### src/clk_pm_pkg.sv
// Constants for CPU doze and module clock gating
package clk_pm_pkg;
  localparam logic [7:0] clock_divider_addr = 8'h00;
  localparam logic [7:0] module_disable_ctrl_1_addr = 8'h04;
  localparam logic [7:0] module_disable_ctrl_2_addr = 8'h08;
  localparam logic [7:0] status_addr = 8'h0C;
  localparam int full_speed_on_interrupt_bit = 15;
  localparam int ratio_msb = 14;
  localparam int ratio_lsb = 12;
  localparam int cpu_slowdown_enable_bit = 11;
  localparam logic [15:0] clock_divider_reset = 16'h0000;
  localparam logic [15:0] clock_divider_mask = 16'hF800;
  localparam logic [15:0] module_disable_ctrl_1_reset = 16'h0000;
  localparam logic [15:0] module_disable_ctrl_2_reset = 16'h0000;
  // Implemented bits: timers 13..11, I2C 7, UART 5, SPI 3, ADC 0
  localparam logic [15:0] module_disable_ctrl_1_mask = 16'h38A9;
  // Capture 15,14,9,8, compare 1,0
  localparam logic [15:0] module_disable_ctrl_2_mask = 16'hC303;
  localparam int num_modules = 13;
  // Instruction-cycle period in system clocks
  localparam logic [7:0] instr_cycle_clocks = 8'h02;
  localparam logic [1:0] axi_okay = 2'h0;
  localparam logic [1:0] axi_slverr = 2'h2;
endpackage

### src/cpu_rate_if.sv
// Carrier between the doze controller and the CPU rate divider
`timescale 1ns/1ns
interface cpu_rate_if;
  logic [2:0] ratio;
  logic slow;
  logic cpu_tick;
  modport ctrl (output ratio, output slow, input cpu_tick);
  modport divider (input ratio, input slow, output cpu_tick);
endinterface

### src/cpu_rate_divider.sv
// Counter that turns the doze ratio into a CPU clock enable
`timescale 1ns/1ns
module cpu_rate_divider
  import clk_pm_pkg::*;
(
  input wire logic aclk,
  input wire logic aresetn,
  cpu_rate_if.divider rate
);
  logic [6:0] count;
  logic [6:0] next_count;
  logic tick;
  logic next_tick;
  logic [6:0] limit;

  always_comb begin
    limit = 7'((8'h01 << rate.ratio) - 8'h01);
    next_count = count + 7'h01;
    next_tick = 1'b0;
    if (!rate.slow) begin
      // Full speed: enable every system clock
      next_count = 7'h00;
      next_tick = 1'b1;
    end else if (count >= limit) begin
      // One enable every 2**ratio system clocks
      next_count = 7'h00;
      next_tick = 1'b1;
    end
  end

  always_ff @(posedge aclk) begin
    if (!aresetn) begin
      count <= 7'h00;
      // Full speed out of reset, so the enable must not dip
      tick <= 1'b1;
    end else begin
      count <= next_count;
      tick <= next_tick;
    end
  end

  assign rate.cpu_tick = tick;
endmodule

### src/doze_gating.sv
// Doze control, module disable registers and AXI4-Lite slave
`timescale 1ns/1ns
// How it works
// - Doze slows CPU only, peripherals full rate
// - CPU enable stays aligned to system clock
// - Doze only while slowdown enable set
// - Three-bit ratio 1:1 to 1:128, default 1:1
// - Interrupt restores full speed if bit set
// - Disable bit stops module clock enable
// - Disabled module: writes dropped, reads invalid
// - Enabled only if present and bit clear
// - Disable/enable takes effect one instruction later
// - Timer disable bits 13,12,11 in register one
// - I2C 7, UART 5, SPI 3, ADC 0
// - Capture disables 15,14,9,8 in register two
// - Compare disables bits 1,0 in register two
module doze_gating
  import clk_pm_pkg::*;
#(
  parameter logic [12:0] module_present = 13'h1FFF
)
(
  input wire logic aclk,
  input wire logic aresetn,
  input wire logic [7:0] s_axi_awaddr,
  input wire logic s_axi_awvalid,
  output logic s_axi_awready,
  input wire logic [31:0] s_axi_wdata,
  input wire logic [3:0] s_axi_wstrb,
  input wire logic s_axi_wvalid,
  output logic s_axi_wready,
  output logic [1:0] s_axi_bresp,
  output logic s_axi_bvalid,
  input wire logic s_axi_bready,
  input wire logic [7:0] s_axi_araddr,
  input wire logic s_axi_arvalid,
  output logic s_axi_arready,
  output logic [31:0] s_axi_rdata,
  output logic [1:0] s_axi_rresp,
  output logic s_axi_rvalid,
  input wire logic s_axi_rready,
  input wire logic interrupt_req,
  input wire logic [12:0] periph_sfr_write,
  input wire logic [12:0] periph_sfr_read,
  output logic cpu_clk_en,
  output logic [12:0] periph_clk_en,
  output logic [12:0] periph_sfr_wr_en,
  output logic [12:0] periph_sfr_rd_valid
);
  // Module order: 0 adc,1 spi,2 uart,3 i2c,4..6 timer a..c,
  // 7 capture 1,8 capture 2,9 capture 7,10 capture 8,
  // 11 compare 1,12 compare 2

  // ==========================================================
  // Registers and bus state
  // ==========================================================
  logic [15:0] clock_divider_reg;
  logic [15:0] module_disable_ctrl_1;
  logic [15:0] module_disable_ctrl_2;
  logic doze_active;
  logic aw_held;
  logic w_held;
  logic [7:0] aw_addr;
  logic [31:0] w_data;
  logic [3:0] w_strb;
  logic [15:0] next_clock_divider_reg;
  logic [15:0] next_module_disable_ctrl_1;
  logic [15:0] next_module_disable_ctrl_2;
  logic next_doze_active;
  logic next_aw_held;
  logic next_w_held;
  logic [7:0] next_aw_addr;
  logic [31:0] next_w_data;
  logic [3:0] next_w_strb;
  logic next_bvalid;
  logic [1:0] next_bresp;
  logic next_rvalid;
  logic [31:0] next_rdata;
  logic [1:0] next_rresp;
  logic [15:0] wval;
  logic do_write;

  always_comb begin
    next_aw_held = aw_held;
    next_w_held = w_held;
    next_aw_addr = aw_addr;
    next_w_data = w_data;
    next_w_strb = w_strb;
    next_bvalid = s_axi_bvalid;
    next_bresp = s_axi_bresp;
    next_rvalid = s_axi_rvalid;
    next_rdata = s_axi_rdata;
    next_rresp = s_axi_rresp;
    next_clock_divider_reg = clock_divider_reg;
    next_module_disable_ctrl_1 = module_disable_ctrl_1;
    next_module_disable_ctrl_2 = module_disable_ctrl_2;
    wval = 16'h0000;
    if (s_axi_awvalid && s_axi_awready) begin
      next_aw_held = 1'b1;
      next_aw_addr = s_axi_awaddr;
    end
    if (s_axi_wvalid && s_axi_wready) begin
      next_w_held = 1'b1;
      next_w_data = s_axi_wdata;
      next_w_strb = s_axi_wstrb;
    end
    do_write = aw_held && w_held && !s_axi_bvalid;
    if (do_write) begin
      next_aw_held = 1'b0;
      next_w_held = 1'b0;
      next_bvalid = 1'b1;
      next_bresp = axi_okay;
      case (aw_addr)
        clock_divider_addr: begin
          wval = clock_divider_reg;
        end
        module_disable_ctrl_1_addr: begin
          wval = module_disable_ctrl_1;
        end
        module_disable_ctrl_2_addr: begin
          wval = module_disable_ctrl_2;
        end
        default: begin
          wval = 16'h0000;
        end
      endcase
      if (w_strb[0]) begin
        wval[7:0] = w_data[7:0];
      end
      if (w_strb[1]) begin
        wval[15:8] = w_data[15:8];
      end
      case (aw_addr)
        clock_divider_addr: begin
          next_clock_divider_reg = wval & clock_divider_mask;
        end
        module_disable_ctrl_1_addr: begin
          next_module_disable_ctrl_1 = wval & module_disable_ctrl_1_mask;
        end
        module_disable_ctrl_2_addr: begin
          next_module_disable_ctrl_2 = wval & module_disable_ctrl_2_mask;
        end
        status_addr: begin
          next_bresp = axi_okay;
        end
        default: begin
          next_bresp = axi_slverr;
        end
      endcase
    end
    if (s_axi_bvalid && s_axi_bready) begin
      next_bvalid = 1'b0;
    end
    if (s_axi_arvalid && s_axi_arready) begin
      next_rvalid = 1'b1;
      next_rresp = axi_okay;
      case (s_axi_araddr)
        clock_divider_addr: begin
          next_rdata = {16'h0000, clock_divider_reg};
        end
        module_disable_ctrl_1_addr: begin
          next_rdata = {16'h0000, module_disable_ctrl_1};
        end
        module_disable_ctrl_2_addr: begin
          next_rdata = {16'h0000, module_disable_ctrl_2};
        end
        status_addr: begin
          next_rdata = {18'h00000, doze_active, periph_clk_en};
        end
        default: begin
          next_rdata = 32'h00000000;
          next_rresp = axi_slverr;
        end
      endcase
    end else if (s_axi_rvalid && s_axi_rready) begin
      next_rvalid = 1'b0;
    end
  end

  always_ff @(posedge aclk) begin
    if (!aresetn) begin
      aw_held <= 1'b0;
      w_held <= 1'b0;
      aw_addr <= 8'h00;
      w_data <= 32'h00000000;
      w_strb <= 4'h0;
      s_axi_bvalid <= 1'b0;
      s_axi_bresp <= axi_okay;
      s_axi_rvalid <= 1'b0;
      s_axi_rdata <= 32'h00000000;
      s_axi_rresp <= axi_okay;
      clock_divider_reg <= clock_divider_reset;
      module_disable_ctrl_1 <= module_disable_ctrl_1_reset;
      module_disable_ctrl_2 <= module_disable_ctrl_2_reset;
    end else begin
      aw_held <= next_aw_held;
      w_held <= next_w_held;
      aw_addr <= next_aw_addr;
      w_data <= next_w_data;
      w_strb <= next_w_strb;
      s_axi_bvalid <= next_bvalid;
      s_axi_bresp <= next_bresp;
      s_axi_rvalid <= next_rvalid;
      s_axi_rdata <= next_rdata;
      s_axi_rresp <= next_rresp;
      clock_divider_reg <= next_clock_divider_reg;
      module_disable_ctrl_1 <= next_module_disable_ctrl_1;
      module_disable_ctrl_2 <= next_module_disable_ctrl_2;
    end
  end

  // Ready flags are registered: accept when slot is free
  logic next_awready;
  logic next_wready;
  logic next_arready;
  always_comb begin
    next_awready = !next_aw_held && !(s_axi_awvalid && s_axi_awready);
    next_wready = !next_w_held && !(s_axi_wvalid && s_axi_wready);
    next_arready = !next_rvalid;
  end
  always_ff @(posedge aclk) begin
    if (!aresetn) begin
      s_axi_awready <= 1'b0;
      s_axi_wready <= 1'b0;
      s_axi_arready <= 1'b0;
    end else begin
      s_axi_awready <= next_awready;
      s_axi_wready <= next_wready;
      s_axi_arready <= next_arready;
    end
  end

  // ==========================================================
  // Doze control
  // ==========================================================
  cpu_rate_if rate ();
  always_comb begin
    next_doze_active = doze_active;
    if (!clock_divider_reg[cpu_slowdown_enable_bit]) begin
      next_doze_active = 1'b0;
    end else if (interrupt_req &&
                 clock_divider_reg[full_speed_on_interrupt_bit]) begin
      next_doze_active = 1'b0;
    end else if (!doze_active && !interrupt_req) begin
      next_doze_active = 1'b1;
    end
  end
  // Doze lapses after an interrupt, when full speed on interrupt is set, until software clears the slowdown enable
  logic roi_hold;
  logic next_roi_hold;
  always_comb begin
    next_roi_hold = roi_hold;
    if (!clock_divider_reg[cpu_slowdown_enable_bit]) begin
      next_roi_hold = 1'b0;
    end else if (interrupt_req &&
                 clock_divider_reg[full_speed_on_interrupt_bit]) begin
      next_roi_hold = 1'b1;
    end
  end
  always_ff @(posedge aclk) begin
    if (!aresetn) begin
      doze_active <= 1'b0;
      roi_hold <= 1'b0;
    end else begin
      doze_active <= next_doze_active && !next_roi_hold;
      roi_hold <= next_roi_hold;
    end
  end
  // Only CPU rate changes; peripherals keep the system clock.
  assign rate.slow = doze_active;
  assign rate.ratio = clock_divider_reg[ratio_msb:ratio_lsb];
  cpu_rate_divider u_div (
    .aclk(aclk),
    .aresetn(aresetn),
    .rate(rate)
  );
  // Same clock, enable-based: both domains stay in step.
  always_ff @(posedge aclk) begin
    if (!aresetn) begin
      cpu_clk_en <= 1'b1;
    end else begin
      cpu_clk_en <= rate.cpu_tick;
    end
  end

  // ==========================================================
  // Module gating
  // ==========================================================
  logic [12:0] disable_bits;
  logic [7:0] icyc;
  logic [7:0] next_icyc;
  logic [12:0] stage;
  logic [12:0] next_stage;
  logic [12:0] next_en;
  always_comb begin
    disable_bits = {module_disable_ctrl_2[1], module_disable_ctrl_2[0],
                    module_disable_ctrl_2[15], module_disable_ctrl_2[14],
                    module_disable_ctrl_2[9], module_disable_ctrl_2[8],
                    module_disable_ctrl_1[13], module_disable_ctrl_1[12],
                    module_disable_ctrl_1[11], module_disable_ctrl_1[7],
                    module_disable_ctrl_1[5], module_disable_ctrl_1[3],
                    module_disable_ctrl_1[0]};
    next_icyc = (icyc >= instr_cycle_clocks - 8'h01) ? 8'h00 :
                icyc + 8'h01;
    next_stage = stage;
    next_en = periph_clk_en;
    if (icyc == instr_cycle_clocks - 8'h01) begin
      // Sampled on one instruction boundary, applied on the next
      next_stage = ~disable_bits & module_present;
      next_en = stage;
    end
  end
  always_ff @(posedge aclk) begin
    if (!aresetn) begin
      icyc <= 8'h00;
      stage <= module_present;
      periph_clk_en <= module_present;
      periph_sfr_wr_en <= 13'h0000;
      periph_sfr_rd_valid <= 13'h0000;
    end else begin
      icyc <= next_icyc;
      stage <= next_stage;
      periph_clk_en <= next_en;
      periph_sfr_wr_en <= periph_sfr_write & next_en;
      periph_sfr_rd_valid <= periph_sfr_read & next_en;
    end
  end
endmodule

### config.mk
export PLATFORM = sky130hd
export DESIGN_NAME = doze_gating
export DESIGN_NICKNAME = d
export VERILOG_FILES = /design/src/clk_pm_pkg.sv /design/src/cpu_rate_if.sv /design/src/cpu_rate_divider.sv /design/src/doze_gating.sv
export SDC_FILE = /design/constraint.sdc
export NUM_CORES = 1
export LEC_CHECK = 0
export BUFFER_PORTS_ARGS = -buffer_cell sky130_fd_sc_hd__buf_2
export CAP_MARGIN = 20
export CORE_ASPECT_RATIO = 0.6
export CORE_MARGIN = 4
export CORE_UTILIZATION = 55
export DETAILED_ROUTE_END_ITERATION = 6
export PLACE_DENSITY = 0.85
export SLEW_MARGIN = 20
export SYNTH_ARGS = -nofsm -noshare
export SYNTH_HDL_FRONTEND = slang
export SYNTH_SLANG_ARGS = --single-unit
### constraint.sdc
create_clock -name aclk -period 5.2 [get_ports aclk]
set_input_delay 0.52 -clock aclk [delete_from_list [all_inputs] [get_ports aclk]]
set_output_delay 0.52 -clock aclk [all_outputs]
set_load 0.02 [all_outputs]
-- Word level (Yosys, flattened, before mapping)
Cells that the tools add are included.
- $add $sub $neg: 3
- order comparisons: 2
- equality and inequality tests: 10
- shift-type cells: 1
- mux-type cells: 19
- bitwise operators: 5
- reductions and logical operators: 35
- operator list (kind ; count):
    one-hot mux 16 bit (4 select lines) ; 1
    == test 8 x 4 -> 1 bit, second input constant ; 4
    one-hot mux 16 bit (2 select lines) ; 1
    AND 13 bit ; 2
    == test 8 x 3 -> 1 bit, second input constant ; 2
    zero test 8 bit ; 2
    two-way mux 8 bit ; 2
    two-way mux 13 bit ; 1
    inverter 13 bit ; 1
    logical AND 1 bit ; 12
    two-way mux 1 bit ; 12
    zero test 1 bit ; 9
    AND reduction 3 bit ; 3
    adder 8 x 1 -> 8 bit, second input constant ; 1
    == test 8 x 1 -> 1 bit, second input constant ; 1
    >= comparator 8 x 1 -> 1 bit, second input constant ; 1
    AND reduction 2 bit ; 4
    OR reduction 4 bit ; 2
    adder 7 x 1 -> 7 bit, second input constant ; 1
    >= comparator 7 bit ; 1
    << shifter 1 x 3 -> 7 bit, first input constant ; 1
    subtractor 7 x 1 -> 7 bit, second input constant ; 1
    != test 2 bit, second input constant ; 3
    two-way mux 2 bit ; 2
    3 further kinds ; 5
- bits in registers: 158
- bits of input ports: 86
- output and inout port bits: 81

-- Depth between registers and ports, before layout
- word-level depth: 6
- depth in mapped cells: 13
- depth with buffers taken out: 11

-- Modules after synthesis
A second synthesis with hierarchy kept.
- cells, all modules: 566
- area total of the unflattened synthesis: 5195.0 µm²
- by module, submodules not included (module ; instances ; cells an instance ; area an instance (µm²) ; sequential area each (µm²)):
    doze_gating ; 1 ; 510 ; 4698.3 ; 2562.5
    cpu_rate_divider ; 1 ; 56 ; 496.7 ; 160.2

-- Worst setup path before layout
OpenSTA, ideal clock, no wires.
- kind: register to register
- start: reg clock_divider_reg[12]
- end: reg u_div.count[2]
- arrival time: 2262 ps
- data required time: 5068 ps
- path slack: 2806 ps
- stages on the path, launching flop included: 12
- cells stage by stage: dfxtp_1 > clkbuf_1 > or3_1 > ha_1 > buf_1 > xor2_1 > nor2_1 > a21oi_1 > ha_1 > o2111ai_1 > o21ai_1 > nor2_1
- cells in the longest elaborated chain, start to end: 4
- RTL lines (element ; RTL line ; text):
    start: declaration ; doze_gating.sv:57 ; logic [15:0] clock_divider_reg;
    start signal: assignment ; doze_gating.sv:192 ; clock_divider_reg <= clock_divider_reset;
    start signal: assignment ; doze_gating.sv:206 ; clock_divider_reg <= next_clock_divider_reg;
    << shifter 1 x 3 -> 7 bit ; cpu_rate_divider.sv:17 ; limit = 7'((8'h01 << rate.ratio) - 8'h01);
    subtractor 7 x 1 -> 7 bit ; cpu_rate_divider.sv:17 ;
    >= comparator 7 bit ; cpu_rate_divider.sv:24 ; end else if (count >= limit) begin
    OR reduction 3 bit (no line) ; -- ;
    end signal: assignment ; cpu_rate_divider.sv:37 ; count <= next_count;
    end: declaration ; cpu_rate_divider.sv:10 ; logic [6:0] count;
No other way between the ends.
A chain may end at the register's enable or synchronous reset.

-- Worst setup path in the final report
- start: reg clock_divider_reg[12]
- end: reg u_div.count[3]
Same word-level chain as after synthesis.

==> results.py <==
metrics = {
    "worst_setup_path": {
        "cp_max_fo": 8,
        "critPathMostFrequentCell": "ha_1",
        "timing.rr.start": "clock_divider_reg[12]",
        "cp-end-kind": "flop",
        "cp_cell_sequence": "or3_1 -> ha_1 -> nor3_1 -> a21o_1 -> a21oi_1 -> ha_1 -> o2111ai_1 -> o21ai_1 -> nor2_1",
        "r2r-end": "u_div.count[3]",
        "cp.required_ns": 5.48,
        "crit_buf_inv": 0,
        "ff2ff_setup_slack_ns": 2.62,
        "path_class": "flop to flop",
        "cp.arrival_ns": 2.86,
        "r2r_cells": 9,
        "startpoint_type": "flop",
        "crit_end": "u_div.count[3]",
        "cpLargestDelayFamily": "compound AO/OA/AOI/OAI gates",
        "crit_path_max_incr_delay_ns": 0.45,
        "cp-startpoint": "clock_divider_reg[12]",
        "path_depth": 9,
        "critPathSlowestCell": "or3_1",
    },
    "routing": {
        "viasPerCell": 5.15,
        "antenna_left": 0,
        "num_vias": 4296,
        "drt-total-wl_um": 12600,
        "drtIter0Drc": 277,
        "first_pass_iters": 5,
        "detail_route.wl_per_cell_um": 15.1,
        "drc": 0,
    },
    "place": {
        "port_buffers": 126,
        "gp_congestion": 0.750,
        "pre_cts_slack_ns": 2.63,
        "dp_hpwl_um": 8760,
        "dpl-instance-area_um2": 5910,
    },
    "synth": {
        "synth_edf_count": 0,
        "postSynthAreaPerCell_um2": 9.22,
        "synthCells": 573,
        "ys.flop_type": "dfxtp_1",
        "yosys_warnings": 0,
        "synthesis.area_um2": 5290,
        "async_reset_ff_share_pct": 0,
        "ys_types": 50,
        "seq_area_frac_synth_pct": 51.5,
        "synth-seq-cells": 136,
    },
    "cts": {
        "cts-root-buf": "clkbuf_16",
        "cts_resized": 0,
        "clock_latency_ns": 0.42,
        "clkTransAtPathRegs_ns": 0.06,
        "cts_inserted_buffers": 17,
        "post_cts_buffers": 0,
        "cts_tree": "done",
        "cts_buffer_depth": 2,
        "htree_levels": 4,
        "cts_sinks": 136,
        "cts.hold.buffers_added": 0,
    },
    "floorplanning": {
        "core_area_um2": 9260,
        "die_x_um": 135,
        "die_y_um": 83.9,
        "boundaryPins": 167,
        "die_area_um2": 11300,
        "rows": 27,
        "start_util_pct": 57.1,
    },
    "layout": {
        "syn2layout_area_growth_pct": 24.5,
        "largest_reg_flops": 16,
        "final_common_cell": "dfxtp_1",
        "nets": 789,
        "drive_gt1_share_pct": 23.6,
        "regMostFlops": "s_axi_rdata",
        "final_cell_mix": "136 x dfxtp_1, 130 x nand2_1, 125 x buf_2",
        "n_antenna_cell": 0,
        "final_area_um2": 6580,
    },
    "timing": {
        "tns_ns": 0,
        "slew_headroom_pct": 32.3,
        "tightest_slew_ns": 1.01,
        "finalCriticalPeriod_ns": 2.58,
        "timing.fmax_mhz": 387,
        "fin_skew_ns": 0.00802,
        "hold_viol_final": 0,
        "slew_violations": 0,
        "period_share_pct": 49.7,
        "rsz0062_at_grt": "no",
        "finalSetupViolCount": 0,
        "hold-worst-slack_ns": 0.315,
        "worst_slack_ns": 2.62,
    },
    "hold_path": {
        "min-delay-path-class": "primary input to flop",
    },
    "run": {
        "drv_cap": 0,
    },
    "power_and_ir_drop": {
        "cellPowerDensity_nw_per_um2": 391,
        "power_leakage_nw": 3.13,
        "ir_drop_v": 0.000271,
    },
    "grt": {
        "overflow": 0,
        "grt_pass1_vias": 4289,
        "grtUsageTotal_pct": 22.6,
        "grt_max_degree": 120,
        "grt_antenna_before_repair": 0,
        "grt_pass1_wl_um": 20400,
    },
    "status": {
        "status": "completed",
    },
}
==> synthesized netlist by cell type (6+ instances only) <==
library cell / instances / area (um2)
buf_4: 18 / 135
o21ai_1: 10 / 50.1
nor2b_1: 21 / 131
dfxtp_1: 136 / 2720
ha_1: 12 / 150
a21boi_1: 10 / 75.1
nand3_1: 7 / 35.0
a21boi_0: 14 / 105
o211ai_1: 13 / 97.6
clkbuf_1: 25 / 93.8
a21oi_1: 9 / 45.0
inv_1: 6 / 22.5
mux2i_1: 38 / 380
nor2_1: 47 / 176
nand2_1: 130 / 488
==> layout make-up <==
type,instances,area [um2]
Clock inverter,13,224
Inverter,7,26.3
Fill cell,701,2680
Tap cell,130,163
Timing Repair Buffer,126,633
Clock buffer,19,443
Sequential cell,136,2720
Multi-Input combinational cell,403,2370
==> power breakdown <==
| group | switching (mW) | internal, mW | total [mW] |
|---|---|---|---|
| Clock | 0.440 | 0.909 | 1.35 |
| Sequential | 0.0129 | 1.07 | 1.08 |
| Combinational | 0.0925 | 0.0510 | 0.144 |
| Total | 0.546 | 2.03 | 2.57 |
==> stage by stage <==
step	std cells	total power, mW	utilization [%]
6_report	834	2.57	71.1
5_1_grt	834	2.65	71.1
4_1_cts	834	2.58	71.1
3_5_place_dp	802	1.25	63.9
3_3_place_gp	802	1.24	63.9
2_1_floorplan	595	1.20	-
==> per-layer routing <==
metal	vias to the layer above	track usage [%]	wire length, um
li1	2108	-	-
met1	2004	28.5	5310
met2	158	37.3	6040
met3	26	6.27	960
met4	0	8.13	244
met5	-	0	0
==> worst min path at each step <==
stage | startpoint | to | slack (ns) | depth (start not counted)
after global routing | interrupt_req | doze_active | 0.31 | 2
after detailed placement | u_div.rate.cpu_tick | cpu_clk_en | 0.39 | 1
final | periph_sfr_read[2] | periph_sfr_rd_valid[2] | 0.32 | 3
after floorplan | u_div.rate.cpu_tick | cpu_clk_en | 0.39 | 1
after CTS | interrupt_req | doze_active | 0.30 | 2
after global placement | u_div.rate.cpu_tick | cpu_clk_en | 0.39 | 1
==> cell families (layout without fill, tap and decap cells) <==
family | count (synthesis) | in the layout | synth area share [%]
mux | 41 | 41 | 7.84
fa+ha+maj | 12 | 12 | 2.84
compound gates | 81 | 81 | 10.7
simple gates | 238 | 238 | 20.4
buf+inv | 56 | 165 | 5.30
xor+xnor | 8 | 8 | 1.33
other cells | 1 | 23 | 0.0710
flops | 136 | 136 | 51.5
==> tightest hold or removal path, cell delays in order <==
cell and delay [ns]:
buf_2 0.09, nand2_1 0.04, nor2_1 0.03
No activity file was read; power rests on OpenSTA's default activity.
